$ cat src/common/ast_pkg.sv
package ast_pkg;

  localparam logic [7:0] AST_OFS_DATA  = 8'h00;
  localparam logic [7:0] AST_OFS_FLAG  = 8'h04;
  localparam logic [7:0] AST_OFS_DIVI  = 8'h08;
  localparam logic [7:0] AST_OFS_DIVF  = 8'h0C;
  localparam logic [7:0] AST_OFS_LINE  = 8'h10;
  localparam logic [7:0] AST_OFS_CTRL  = 8'h14;
  localparam logic [7:0] AST_OFS_LEVEL = 8'h18;
  localparam logic [7:0] AST_OFS_STAT  = 8'h1C;

  localparam int unsigned AST_DEPTH = 16;
  localparam logic [4:0]  AST_FULL_FEN  = 5'h10;
  localparam logic [4:0]  AST_FULL_HOLD = 5'h01;
  localparam logic [22:0] AST_FRAC_ONE  = 23'h000040;
  localparam logic [3:0]  AST_LAST16 = 4'hF;
  localparam logic [3:0]  AST_LAST8  = 4'h7;
  localparam logic [3:0]  AST_HALF16 = 4'h7;
  localparam logic [3:0]  AST_HALF8  = 4'h3;

  typedef struct packed {
    logic       sps;
    logic [1:0] wlen;
    logic       fen;
    logic       stp2;
    logic       eps;
    logic       pen;
    logic       brk;
  } ast_line_t;

  typedef struct packed {
    logic ctsen;
    logic rtsen;
    logic rts;
    logic receive_path_enable;
    logic transmit_path_enable;
    logic eot;
    logic high_speed_sample_select;
    logic en;
  } ast_ctrl_t;

  typedef struct packed {
    logic [2:0] rx;
    logic [2:0] tx;
  } ast_level_t;

  typedef struct packed {
    logic       oe;
    logic       be;
    logic       pe;
    logic       fe;
    logic [7:0] data;
  } ast_rxw_t;

  typedef enum logic [4:0] {
    AST_TX_IDLE  = 5'h01,
    AST_TX_START = 5'h02,
    AST_TX_DATA  = 5'h04,
    AST_TX_PAR   = 5'h08,
    AST_TX_STOP  = 5'h10
  } ast_tx_st_t;

  typedef enum logic [4:0] {
    AST_RX_IDLE  = 5'h01,
    AST_RX_START = 5'h02,
    AST_RX_DATA  = 5'h04,
    AST_RX_PAR   = 5'h08,
    AST_RX_STOP  = 5'h10
  } ast_rx_st_t;

  localparam ast_ctrl_t  AST_CTRL_RST  = 8'h18;
  localparam ast_line_t  AST_LINE_RST  = 8'h00;
  localparam ast_level_t AST_LEVEL_RST = 6'h12;
  localparam logic [15:0] AST_DIVI_RST = 16'h0000;
  localparam logic [5:0]  AST_DIVF_RST = 6'h00;

  function automatic logic ast_par(input logic [7:0] d, input ast_line_t l);
    logic [7:0] m;
    m = d & (8'hFF >> (2'h3 - l.wlen));
    if (l.sps) begin
      ast_par = ~l.eps;
    end else begin
      ast_par = l.eps ? ^m : ~^m;
    end
  endfunction

  function automatic logic [4:0] ast_lvl(input logic [2:0] sel);
    case (sel)
      3'h0:    ast_lvl = 5'h02;
      3'h1:    ast_lvl = 5'h04;
      3'h2:    ast_lvl = 5'h08;
      3'h3:    ast_lvl = 5'h0C;
      3'h4:    ast_lvl = 5'h0E;
      default: ast_lvl = 5'h08;
    endcase
  endfunction

endpackage

$ cat src/ast_baud.sv
`timescale 1ns/100ps
module ast_baud
  import ast_pkg::*;
(
  input  wire logic        clk,
  input  wire logic        rst_n,
  input  wire logic        ce,
  input  wire logic [21:0] div,
  output logic             tick
);
  typedef struct packed {
    logic [22:0] acc;
    logic        tick;
  } ast_baud_st_t;

  ast_baud_st_t s;
  ast_baud_st_t next_s;
  logic [22:0]  sum;

  // Fractional divider in 1/64 steps: one tick per div/64 clocks on average
  always_comb begin
    next_s = s;
    sum = s.acc + AST_FRAC_ONE;
    next_s.tick = 1'b0;
    if (div == 22'h0) begin
      next_s.acc = 23'h0;
    end else if (sum >= {1'b0, div}) begin
      next_s.acc = sum - {1'b0, div};
      next_s.tick = 1'b1;
    end else begin
      next_s.acc = sum;
    end
  end

  always_ff @(posedge clk or negedge rst_n) begin
    if (!rst_n) begin
      s <= '0;
    end else if (ce) begin
      s <= next_s;
    end
  end

  assign tick = s.tick;
endmodule

$ cat src/ast_fifo.sv
`timescale 1ns/100ps
module ast_fifo
  import ast_pkg::*;
#(
  parameter int W = 8
) (
  input  wire logic         clk,
  input  wire logic         rst_n,
  input  wire logic         ce,
  input  wire logic         fen,
  input  wire logic         push,
  input  wire logic [W-1:0] wdata,
  input  wire logic         pop,
  output logic [W-1:0]      rdata,
  output logic [4:0]        count,
  output logic              full,
  output logic              empty
);
  typedef struct packed {
    logic [AST_DEPTH-1:0][W-1:0] mem;
    logic [3:0]                  wp;
    logic [3:0]                  rp;
    logic [4:0]                  cnt;
  } ast_fifo_st_t;

  ast_fifo_st_t s;
  ast_fifo_st_t next_s;
  logic         do_push;
  logic         do_pop;

  // Without fen the store acts as a single holding register
  assign full  = s.cnt >= (fen ? AST_FULL_FEN : AST_FULL_HOLD);
  assign empty = s.cnt == 5'h00;
  assign rdata = s.mem[s.rp];
  assign count = s.cnt;

  always_comb begin
    next_s = s;
    do_push = push && !full;
    do_pop = pop && !empty;
    if (do_push) begin
      next_s.mem[s.wp] = wdata;
      next_s.wp = s.wp + 4'h1;
    end
    if (do_pop) begin
      next_s.rp = s.rp + 4'h1;
    end
    next_s.cnt = s.cnt + {4'h0, do_push} - {4'h0, do_pop};
  end

  always_ff @(posedge clk or negedge rst_n) begin
    if (!rst_n) begin
      s <= '0;
    end else if (ce) begin
      s <= next_s;
    end
  end
endmodule

$ cat src/ast_transceiver.sv
// Contract
// - After reset both transmit and receive path enables are set.
// - Clearing port enable lets the current character finish before halting.
// - Transmit start bit, data LSB first, optional parity, then stop bits.
// - Receiver assembles a character only after a valid start bit.
// - Overrun, parity, framing and break flags stored with each received character.
// - Separate transmit and receive FIFOs of sixteen entries.
// - FIFOs disabled means single-entry holding registers each way.
// - Trigger thresholds of 1/8, 1/4, 1/2, 3/4 and 7/8 of depth.
// - Character length of 5, 6, 7 or 8 data bits.
// - Even, odd, stick or no parity, generated and checked.
// - One or two stop bits as configured.
// - Receive DMA single request when data held, burst at trigger level.
// - Transmit DMA single request when space free, burst at trigger level.
// - Programmable baud generator driven from the system clock.
// - Interrupts on FIFO trigger level and on end of transmission.
// - RTS and CTS hardware handshaking; remote honours them.
// - 16.6 divisor gives tick at 16x bit rate, or 8x with high-speed select.
// - Divisor and format take effect only on line-format write.
// - Start confirmed low at mid-bit, later bits sampled one period apart.
// - Framing error when stop-bit sample is not high.
//
// Design decisions made here: the address map and strobed register access.
`timescale 1ns/100ps
module ast_transceiver
  import ast_pkg::*;
(
  input  wire logic        REF_CLK,
  input  wire logic        RSTN,
  input  wire logic        CE,
  input  wire logic [7:0]  ADDR,
  input  wire logic [31:0] WDATA,
  input  wire logic        WR,
  input  wire logic        RD,
  output logic [31:0]      RDATA,
  output logic             TXD,
  input  wire logic        RXD,
  input  wire logic        CTS_N,
  output logic             RTS_N,
  output logic             DMA_RX_SREQ,
  output logic             DMA_RX_BREQ,
  output logic             DMA_TX_SREQ,
  output logic             DMA_TX_BREQ,
  output logic             RX_INT,
  output logic             TX_INT
);
  typedef struct packed {
    ast_ctrl_t   ctrl;
    ast_line_t   line;
    ast_line_t   act_line;
    logic [15:0] divi;
    logic [5:0]  divf;
    logic [21:0] act_div;
    ast_level_t  lvl;
    ast_tx_st_t  tx_st;
    logic [3:0]  tx_sub;
    logic [2:0]  tx_bit;
    logic [7:0]  tx_sh;
    logic        tx_par;
    ast_rx_st_t  rx_st;
    logic [3:0]  rx_sub;
    logic [2:0]  rx_bit;
    logic [7:0]  rx_sh;
    logic        rx_zero;
    logic        rx_pe;
    logic        rx_prev;
    logic        oe_pend;
    logic        oe_stat;
    logic [31:0] rdata;
    logic        txd;
    logic        rts_n;
    logic        rx_sreq;
    logic        rx_breq;
    logic        tx_sreq;
    logic        tx_breq;
    logic        rx_int;
    logic        tx_int;
  } ast_top_st_t;

  ast_top_st_t s;
  ast_top_st_t next_s;

  logic        tick;
  logic        tx_push;
  logic        tx_pop;
  logic [7:0]  tx_rdata;
  logic [4:0]  tx_cnt;
  logic        tx_full;
  logic        tx_empty;
  logic        rx_push;
  logic        rx_pop;
  ast_rxw_t    rx_wdata;
  logic [11:0] rx_rdata;
  logic [4:0]  rx_cnt;
  logic        rx_full;
  logic        rx_empty;
  logic [3:0]  last;
  logic [3:0]  half;
  logic        tx_end;
  logic        rx_smp;
  logic [2:0]  top_bit;
  logic [4:0]  rx_lvl;
  logic [4:0]  tx_lvl;
  logic        busy;

  ast_baud u_baud (
    .clk   (REF_CLK),
    .rst_n (RSTN),
    .ce    (CE),
    .div   (s.act_div),
    .tick  (tick)
  );

  ast_fifo #(.W(8)) u_tx_fifo (
    .clk   (REF_CLK),
    .rst_n (RSTN),
    .ce    (CE),
    .fen   (s.act_line.fen),
    .push  (tx_push),
    .wdata (WDATA[7:0]),
    .pop   (tx_pop),
    .rdata (tx_rdata),
    .count (tx_cnt),
    .full  (tx_full),
    .empty (tx_empty)
  );

  ast_fifo #(.W(12)) u_rx_fifo (
    .clk   (REF_CLK),
    .rst_n (RSTN),
    .ce    (CE),
    .fen   (s.act_line.fen),
    .push  (rx_push),
    .wdata (rx_wdata),
    .pop   (rx_pop),
    .rdata (rx_rdata),
    .count (rx_cnt),
    .full  (rx_full),
    .empty (rx_empty)
  );

  always_comb begin
    next_s = s;
    tx_push = 1'b0;
    tx_pop = 1'b0;
    rx_push = 1'b0;
    rx_pop = 1'b0;
    rx_wdata = '0;
    last = s.ctrl.high_speed_sample_select ? AST_LAST8 : AST_LAST16;
    half = s.ctrl.high_speed_sample_select ? AST_HALF8 : AST_HALF16;
    top_bit = {1'b1, s.act_line.wlen};
    tx_end = tick && (s.tx_sub == last);
    rx_smp = tick && (s.rx_sub == last);
    rx_lvl = s.act_line.fen ? ast_lvl(s.lvl.rx) : 5'h01;
    tx_lvl = s.act_line.fen ? ast_lvl(s.lvl.tx) : 5'h00;
    busy = (s.tx_st != AST_TX_IDLE) || !tx_empty;

    // Register writes
    if (WR) begin
      case (ADDR)
        AST_OFS_DATA:  tx_push = 1'b1;
        AST_OFS_DIVI:  next_s.divi = WDATA[15:0];
        AST_OFS_DIVF:  next_s.divf = WDATA[5:0];
        AST_OFS_LINE: begin
          next_s.line = WDATA[7:0];
          next_s.act_line = WDATA[7:0];
          next_s.act_div = {s.divi, s.divf};
        end
        AST_OFS_CTRL:  next_s.ctrl = WDATA[7:0];
        AST_OFS_LEVEL: next_s.lvl = WDATA[5:0];
        AST_OFS_STAT:  next_s.oe_stat = 1'b0;
        default: ;
      endcase
    end

    // Register reads, data valid only in the following cycle
    next_s.rdata = 32'h0;
    if (RD) begin
      case (ADDR)
        AST_OFS_DATA: begin
          rx_pop = 1'b1;
          next_s.rdata = {20'h0, rx_rdata};
        end
        AST_OFS_FLAG:  next_s.rdata = {24'h0, tx_empty, rx_full, tx_full, rx_empty, busy, 3'h0};
        AST_OFS_DIVI:  next_s.rdata = {16'h0, s.divi};
        AST_OFS_DIVF:  next_s.rdata = {26'h0, s.divf};
        AST_OFS_LINE:  next_s.rdata = {24'h0, s.line};
        AST_OFS_CTRL:  next_s.rdata = {24'h0, s.ctrl};
        AST_OFS_LEVEL: next_s.rdata = {26'h0, s.lvl};
        AST_OFS_STAT:  next_s.rdata = {31'h0, s.oe_stat};
        default:       next_s.rdata = 32'h0;
      endcase
    end

    // Transmitter
    if (s.tx_st != AST_TX_IDLE && tick) begin
      next_s.tx_sub = tx_end ? 4'h0 : s.tx_sub + 4'h1;
    end
    case (s.tx_st)
      AST_TX_IDLE: begin
        next_s.txd = !s.act_line.brk;
        next_s.tx_sub = 4'h0;
        // Enable only gates the start of a new character
        if (!s.act_line.brk && s.ctrl.en && s.ctrl.transmit_path_enable && !tx_empty &&
            (!s.ctrl.ctsen || !CTS_N)) begin
          tx_pop = 1'b1;
          next_s.tx_sh = tx_rdata;
          next_s.tx_par = ast_par(tx_rdata, s.act_line);
          next_s.txd = 1'b0;
          next_s.tx_st = AST_TX_START;
        end
      end
      AST_TX_START: begin
        if (tx_end) begin
          next_s.tx_bit = 3'h0;
          next_s.txd = s.tx_sh[0];
          next_s.tx_st = AST_TX_DATA;
        end
      end
      AST_TX_DATA: begin
        if (tx_end) begin
          if (s.tx_bit == top_bit) begin
            next_s.tx_bit = 3'h0;
            if (s.act_line.pen) begin
              next_s.txd = s.tx_par;
              next_s.tx_st = AST_TX_PAR;
            end else begin
              next_s.txd = 1'b1;
              next_s.tx_st = AST_TX_STOP;
            end
          end else begin
            next_s.tx_bit = s.tx_bit + 3'h1;
            next_s.txd = s.tx_sh[next_s.tx_bit];
          end
        end
      end
      AST_TX_PAR: begin
        if (tx_end) begin
          next_s.txd = 1'b1;
          next_s.tx_st = AST_TX_STOP;
        end
      end
      AST_TX_STOP: begin
        if (tx_end) begin
          if (s.act_line.stp2 && s.tx_bit == 3'h0) begin
            next_s.tx_bit = 3'h1;
          end else begin
            next_s.txd = !s.act_line.brk;
            next_s.tx_st = AST_TX_IDLE;
          end
        end
      end
      default: begin
        next_s.txd = 1'b1;
        next_s.tx_st = AST_TX_IDLE;
      end
    endcase

    // Receiver
    next_s.rx_prev = RXD;
    if (s.rx_st != AST_RX_IDLE && tick) begin
      next_s.rx_sub = rx_smp ? 4'h0 : s.rx_sub + 4'h1;
    end
    case (s.rx_st)
      AST_RX_IDLE: begin
        next_s.rx_sub = 4'h0;
        if (s.ctrl.en && s.ctrl.receive_path_enable && s.rx_prev && !RXD) begin
          next_s.rx_st = AST_RX_START;
        end
      end
      AST_RX_START: begin
        if (tick && s.rx_sub == half) begin
          next_s.rx_sub = 4'h0;
          if (!RXD) begin
            next_s.rx_bit = 3'h0;
            next_s.rx_sh = 8'h00;
            next_s.rx_zero = 1'b1;
            next_s.rx_pe = 1'b0;
            next_s.rx_st = AST_RX_DATA;
          end else begin
            next_s.rx_st = AST_RX_IDLE;
          end
        end
      end
      AST_RX_DATA: begin
        if (rx_smp) begin
          next_s.rx_sh[s.rx_bit] = RXD;
          next_s.rx_zero = s.rx_zero && !RXD;
          if (s.rx_bit == top_bit) begin
            next_s.rx_st = s.act_line.pen ? AST_RX_PAR : AST_RX_STOP;
          end else begin
            next_s.rx_bit = s.rx_bit + 3'h1;
          end
        end
      end
      AST_RX_PAR: begin
        if (rx_smp) begin
          next_s.rx_pe = RXD != ast_par(s.rx_sh, s.act_line);
          next_s.rx_zero = s.rx_zero && !RXD;
          next_s.rx_st = AST_RX_STOP;
        end
      end
      AST_RX_STOP: begin
        if (rx_smp) begin
          rx_wdata.oe = s.oe_pend;
          rx_wdata.be = s.rx_zero && !RXD;
          rx_wdata.pe = s.rx_pe;
          rx_wdata.fe = !RXD;
          rx_wdata.data = s.rx_sh;
          if (rx_full && !rx_pop) begin
            next_s.oe_pend = 1'b1;
            next_s.oe_stat = 1'b1;
          end else begin
            rx_push = 1'b1;
            next_s.oe_pend = 1'b0;
          end
          next_s.rx_st = AST_RX_IDLE;
        end
      end
      default: next_s.rx_st = AST_RX_IDLE;
    endcase

    // Flow control, DMA requests and level outputs
    next_s.rts_n = s.ctrl.rtsen ? (rx_cnt >= rx_lvl) : !s.ctrl.rts;
    next_s.rx_sreq = !rx_empty;
    next_s.rx_breq = rx_cnt >= rx_lvl;
    next_s.tx_sreq = !tx_full;
    next_s.tx_breq = tx_cnt <= tx_lvl;
    next_s.rx_int = rx_cnt >= rx_lvl;
    next_s.tx_int = s.ctrl.eot ? !busy : (tx_cnt <= tx_lvl);
  end

  always_ff @(posedge REF_CLK or negedge RSTN) begin
    if (!RSTN) begin
      s <= '0;
      s.ctrl <= AST_CTRL_RST;
      s.line <= AST_LINE_RST;
      s.act_line <= AST_LINE_RST;
      s.divi <= AST_DIVI_RST;
      s.divf <= AST_DIVF_RST;
      s.act_div <= {AST_DIVI_RST, AST_DIVF_RST};
      s.lvl <= AST_LEVEL_RST;
      s.tx_st <= AST_TX_IDLE;
      s.rx_st <= AST_RX_IDLE;
      s.rx_prev <= 1'b1;
      s.txd <= 1'b1;
      s.rts_n <= 1'b1;
    end else if (CE) begin
      s <= next_s;
    end
  end

  assign RDATA = s.rdata;
  assign TXD = s.txd;
  assign RTS_N = s.rts_n;
  assign DMA_RX_SREQ = s.rx_sreq;
  assign DMA_RX_BREQ = s.rx_breq;
  assign DMA_TX_SREQ = s.tx_sreq;
  assign DMA_TX_BREQ = s.tx_breq;
  assign RX_INT = s.rx_int;
  assign TX_INT = s.tx_int;
endmodule

$ cat config.mk
export PLATFORM = sky130hd
export DESIGN_NAME = ast_transceiver
export DESIGN_NICKNAME = d
export VERILOG_FILES = /design/src/common/ast_pkg.sv /design/src/ast_baud.sv /design/src/ast_fifo.sv /design/src/ast_transceiver.sv
export SDC_FILE = /design/constraint.sdc
export NUM_CORES = 1
export LEC_CHECK = 0
export ABC_CLOCK_PERIOD_IN_PS = 4100
export CORE_MARGIN = 1
export CORE_UTILIZATION = 50
export CTS_BUF_LIST = sky130_fd_sc_hd__clkbuf_2 sky130_fd_sc_hd__clkbuf_4 sky130_fd_sc_hd__clkbuf_8
export DETAILED_ROUTE_END_ITERATION = 10
export DONT_BUFFER_PORTS = 1
export HOLD_SLACK_MARGIN = 0.15
export SYNTH_ARGS = -nofsm -noshare
export SYNTH_HDL_FRONTEND = slang
export SYNTH_SLANG_ARGS = --single-unit
$ cat constraint.sdc
create_clock -name REF_CLK -period 4.1 [get_ports REF_CLK]
set_input_delay 0.205 -clock REF_CLK [delete_from_list [all_inputs] [get_ports REF_CLK]]
set_output_delay 0.205 -clock REF_CLK [all_outputs]
set_load 0.01 [all_outputs]
== Word level (Yosys, flattened, before mapping) ==
Index checks and enable logic that the tools add are counted.

* Logic and storage cells: 330
* Flip-flop bits (word level): 521
* Output and inout bits: 40

* Eq/ne operators: 47
* Muxes and demuxes: 97
* Reductions and logical operators: 71
* Bitwise logic cells: 3
* Shift operators: 1
* $add $sub $neg: 15
* Magnitude comparators: 14

{| class="wikitable"
|+ Operator list
! kind !! count
|-
| $bwmux W192 || 1
|-
| $bwmux W128 || 1
|-
| $pmux W16 S8 || 1
|-
| $mux W5 || 16
|-
| $mux W12 || 5
|-
| $pmux W5 S5 || 2
|-
| $bmux W12 S4 || 1
|-
| $demux W12 S4 || 1
|-
| $mux W23 || 2
|-
| $mux W1 || 34
|-
| $bmux W8 S4 || 1
|-
| $demux W8 S4 || 1
|-
| $eq A8 B5 Y1 const B || 4
|-
| $ne A2 B2 Y1 const B || 16
|-
| $pmux W4 S4 || 2
|-
| $add A4 B1 Y4 const B || 6
|-
| $mux W3 || 8
|-
| $mux W4 || 6
|-
| $reduce_and A6 Y1 || 4
|-
| $add A23 B7 Y23 const B || 1
|-
| $ge A23 B22 Y1 || 1
|-
| $sub A23 B22 Y23 || 1
|-
| $logic_and A1 B1 Y1 || 22
|-
| $logic_not A22 Y1 || 1
|-
| 56 further kinds || 110
|}

== Depth between registers and ports, before layout ==
* Depth in word-level cells: 11
* Gate-level depth with buffers: 17
* Mapped depth without buffers: 17

== By module ==
A second synthesis with hierarchy kept.

* Cell total of the unflattened synthesis: 2181
* Area, all modules: 26751.9 um2

{| class="wikitable"
|+ Modules (own cells, without submodules)
! module !! times used !! area an instance (um2) !! cells each
|-
| ast_fifo (u_rx_fifo) || 1 || 9665.5 || 675
|-
| ast_transceiver || 1 || 7582.3 || 693
|-
| ast_fifo (u_tx_fifo) || 1 || 6895.4 || 489
|-
| ast_baud || 1 || 2608.8 || 324
|}

== Least setup slack after synthesis ==
No wires, ideal clock.

* Path kind: register -> register
* Start: register u_baud.s[12] (netlist name)
* End: register u_baud.s[9] (netlist name)
* Setup slack: 0.715 ns
* Required time: 3.974 ns
* Period minus slack after synthesis: 3.385 ns
* Arrival time: 3.259 ns
* Cell stages (with the launch flop): 15
* Setup time: 0.126 ns
* Cell sequence: dfrtp_1 > buf_2 > and4_1 > and2_1 > and3_1 > nand3_1 > xnor2_1 > ha_1 > and3_1 > and3_1 > a311oi_1 > o31a_1 > buf_2 > a21oi_1 > a221o_1

* Word-level cells in the longest chain between the ends: 4

{| class="wikitable"
|+ Ends and longest elaborated chain
! what !! RTL line !! RTL
|-
| start, declared || ast_baud.sv:16 || <nowiki>ast_baud_st_t s;</nowiki>
|-
| start signal, assigned || ast_baud.sv:39 || <nowiki>s <= next_s;</nowiki>
|-
| $add A23 B7 Y23 || ast_baud.sv:23 || <nowiki>sum = s.acc + AST_FRAC_ONE;</nowiki>
|-
| $ge A23 B22 Y1 || ast_baud.sv:27 || <nowiki>end else if (sum >= {1'b0, div}) begin</nowiki>
|-
| $mux W23 || ast_baud.sv:27 ||
|-
| $mux W23 || ast_baud.sv:25 || <nowiki>if (div == 22'h0) begin</nowiki>
|}

Every way passes these cells.
A chain may end at the register's enable or synchronous reset.

== Final worst setup path ==
* Start: register u_baud.s[7] (netlist name)
* End: register u_baud.s[1] (netlist name)

Same word-level chain as after synthesis.

==> flow_metrics.tcl <==
set metrics [dict create \
    power_frac_clock_pct 42.2 \
    p_sw_share_pct 27.2 \
    violations "hold timing, slew limit" \
    vias_per_cell 5.78 \
    wl_met1_um 28800 \
    finalMaxSlewViolations 99 \
    num-nets-final 2396 \
    drv_cap 0 \
    initial_core_util_pct 50.8 \
    multiInputGateArea_um2 11800 \
    io_pins 87 \
    dr.pass1.iters 5 \
    grt_max_degree 506 \
    drive_gt1_share_pct 22.7 \
    p_comb_share_pct 12.5 \
    die_x_um 228 \
    critPathKind "reg2reg" \
    vias 17500 \
    path_delay_family "compound AO/OA/AOI/OAI gates" \
    dp_hpwl_um 40800 \
    worstMarginPinSlew_ns 1.57 \
    seqPwrFrac_pct 45.3 \
    synth_edf_count 0 \
    postRouteAntennaNets 0 \
    cts_made_buffers 87 \
    crit_fanout 6 \
    p_int_mw 8.77 \
    powerDensity_nw_per_um2 427 \
    critPathCaptureType "flip-flop" \
    setup-violations-final 0 \
    ys_seq_elements 505 \
    top_layer "met4" \
    synthTopCellsByArea "dfrtp_1 (49%), mux2_2 (8.5%), mux4_2 (7.9%)" \
    status "finished with violations" \
    post-route-min-period_ns 3.74 \
    clock_sinks 505 \
    met2_length_um 30000 \
    yosys.area.top_type "dfrtp_1" \
    drc 0 \
    yosysTopAreaCellShare_pct 48.6 \
    grt_pass1_wl_um 101000 \
    yosys_warnings 0 \
    fp.coreArea_um2 50300 \
    cp_num_buf_inv 3 \
    track_usage_pct 24.8 \
    grt-ovfl-total 0 \
    fin_crit_sh_pct 91.3 \
    totalWireLength_um 63000 \
    p_leak_nw 12.8 \
    synth_cell_types 85 \
    synth_area_um2 25500 \
    drt_iter0_markers 1323 \
    syn_avg_cell_area_um2 11.2 \
    ctsLongestPathBuffers 3 \
    ys_seq_area_share_pct 49.5 \
    hp-class "in2async" \
    cts_tree "yes" \
    dieArea_um2 52000 \
    cts_max_level 3 \
    cp-start-kind "flip-flop" \
    synthArstFlopShare_pct 100 \
    routedWlPerCell_um 20.8 \
    max_freq_mhz 267 \
    worstPathCellList "ha_1, nand4_1, inv_1, nand3_1, xnor2_1, ha_1, a21o_1, a21oi_1, o21ai_0, o211ai_1, a21boi_0, buf_4, o31ai_2, buf_4, o21ai_1, nand2_1, o31ai_1" \
    power_mw 12.1 \
    worstSkewPairLatency_ns 0.69 \
    crit_arrival_ns 4.33 \
    maxSlewHeadroom_pct -4.68 \
    die_h_um 228 \
    cts_setup_buffers 0 \
    ff_latch_area_um2 12700 \
    netlist_instances 2278 \
    p_switching_mw 3.28 \
    synthToLayoutAreaGrowth_pct 10.5 \
    final-hold-violation-count 505 \
    rows 82 \
    grt_pass1_vias 17800 \
    cts.hold.buffers_added 34 \
    n_antenna_cell 0 \
    num-fill-cells 4316 \
    crit_slowest_cell "dfrtp_1" \
    synth_top_flop_cell "dfrtp_1" \
    clockRootBuffer "clkbuf_8" \
    fin_tns_setup_ns 0 \
    peakVddDrop_mv 0.245 \
    final_util_pct 56.1 \
    portBuffers 0 \
    clk_pin_slew_ns 0.06 \
    worstPathRequired_ns 4.68 \
    wl_met3_um 2570 \
    antenna_found_initial 1 \
    cpPeakStageDelay_ns 0.40 \
    fin_skew_ns 0.0388 \
    whs_ns -0.781 \
    globalplace.congestion 0.872 \
    rsz0062_at_grt "false" \
]
synth_stat cells (5+ instances only):
cell       count
nand2b_1      10
dfstp_2        9
nor3_1        24
nand3b_1       9
nand2_1      331
clkbuf_1      90
buf_4         34
a22oi_1       27
xor2_1        22
o21ai_2       18
o21ai_1       74
mux4_2        90
nor3b_1        6
and3_1        15
mux2i_1       16
o2bb2ai_1     24
o22ai_1        7
buf_1         13
mux2_2       192
o31ai_1        5
a21oi_1       60
nor2b_1       18
buf_6         11
xnor2_1       50
or3_1          6
a211oi_1      10
o21ai_0      180
inv_1         66
nand4_1       11
dfrtp_1      496
nand3_1       33
a22o_1        14
buf_2         19
and2_1        11
a31oi_1        8
a21o_1        17
mux2_1         5
ha_1          64
nor4_1         9
nor2_1        87
per-stage QoR:
| stage | cells | setup slack [ns] | instance area, µm² |
|---|---|---|---|
| after floorplan | 2293 | 0.715 | 25600 |
| after global placement | 2831 | 0.401 | 25900 |
| after detailed placement | 2831 | 0.323 | 25900 |
| after CTS | 3026 | 0.274 | 28200 |
| after global routing | 3026 | 0.0317 | 28200 |
| final | 3026 | 0.355 | 28200 |
power by group through the flow:
stage	Combinational [mW]	Sequential [mW]	Clock, mW
3_3_place_gp	1.37	5.53	0
2_1_floorplan	1.22	5.44	0
4_1_cts	1.50	5.45	5.19
5_1_grt	1.71	5.49	5.42
6_report	1.51	5.46	5.08
3_5_place_dp	1.40	5.54	0
worst reg2reg max path: cells and delay by family, from the launching register on:
kind	cells	cell delay, ns
xor gates and xnor gates	1	0.30
buffers and inverters	3	0.50
DFF	1	0.40
adders and majority gates	2	0.61
AOI/OAI and AO/OA	8	1.38
and+or+nand+nor	3	0.45
cell families after synthesis:
kind of cell / after synthesis / share of synthesized area (%)
AND/OR/NAND/NOR: 601 / 10.9
multiplexers: 305 / 17.5
XOR/XNOR: 73 / 2.56
AO/OA/AOI/OAI: 490 / 11.7
other: 1 / 0.0147
buffers and inverters: 236 / 4.43
flip-flops: 505 / 49.5
adder cells (fa/ha/maj): 67 / 3.37
repair_timing:
action | CTS | global route
endpoints found under the setup margin | 0 | 7
endpoints found under the hold margin | 876 | 505
gates resized for setup | 0 | 1
final timing paths:
| kind | start | endpoint | slack (ns) | cells past startpoint |
|---|---|---|---|---|
| max | u_baud.s[7] | u_baud.s[1] | 0.36 | 17 |
| min | RSTN | u_tx_fifo.count[1] | -0.78 | 0 |
| max reg2reg | u_baud.s[7] | u_baud.s[1] | 0.36 | 17 |
| min reg2reg | u_rx_fifo.s[156] | u_rx_fifo.s[156] | 0.47 | 2 |
| max in group asynchronous | RSTN | u_tx_fifo.s[5] | 3.52 | 0 |
| min in group REF_CLK | RD | RDATA[6] | 0.19 | 2 |
final cells by class:
class,instances,area share (%)
inverter,67,0.891
multi-input combinational,1552,42.0
sequential,505,44.8
clock inverter,22,0.736
clock buffer,139,6.31
timing repair buffer,69,2.29
tap,672,2.98
state kept, by name, indices dropped and copies added, names as in the netlist, 5 cells and up:
signal and count:
s 112, u_baud.s 23, u_rx_fifo.count 5, u_rx_fifo.s 200, u_tx_fifo.count 5, RDATA 16, u_tx_fifo.s 136
layout by cell type, fill, tap and decap left out, types with 22 or more instances in the layout:
cell | Yosys | layout
nor3_1 | 24 | 23
clkbuf_8 | 0 | 118
dfrtp_1 | 496 | 493
a22oi_1 | 27 | 27
nor2_1 | 87 | 87
mux4_2 | 90 | 90
a21oi_1 | 60 | 60
xnor2_1 | 50 | 50
nand3_1 | 33 | 33
mux2_2 | 192 | 192
o21ai_0 | 180 | 180
xor2_1 | 22 | 22
dlygate4sd3_1 | 0 | 33
o2bb2ai_1 | 24 | 24
o21ai_1 | 74 | 74
buf_4 | 34 | 33
ha_1 | 64 | 64
nand2_1 | 331 | 331
inv_1 | 66 | 66
per-layer routing:
metal | up-vias | GRT usage (%)
met5 | - | 0
met4 | 0 | 7.47
met3 | 114 | 3.89
met2 | 411 | 40.1
met1 | 8811 | 34.7
li1 | 8143 | -
(Power assumes the default switching activity.)
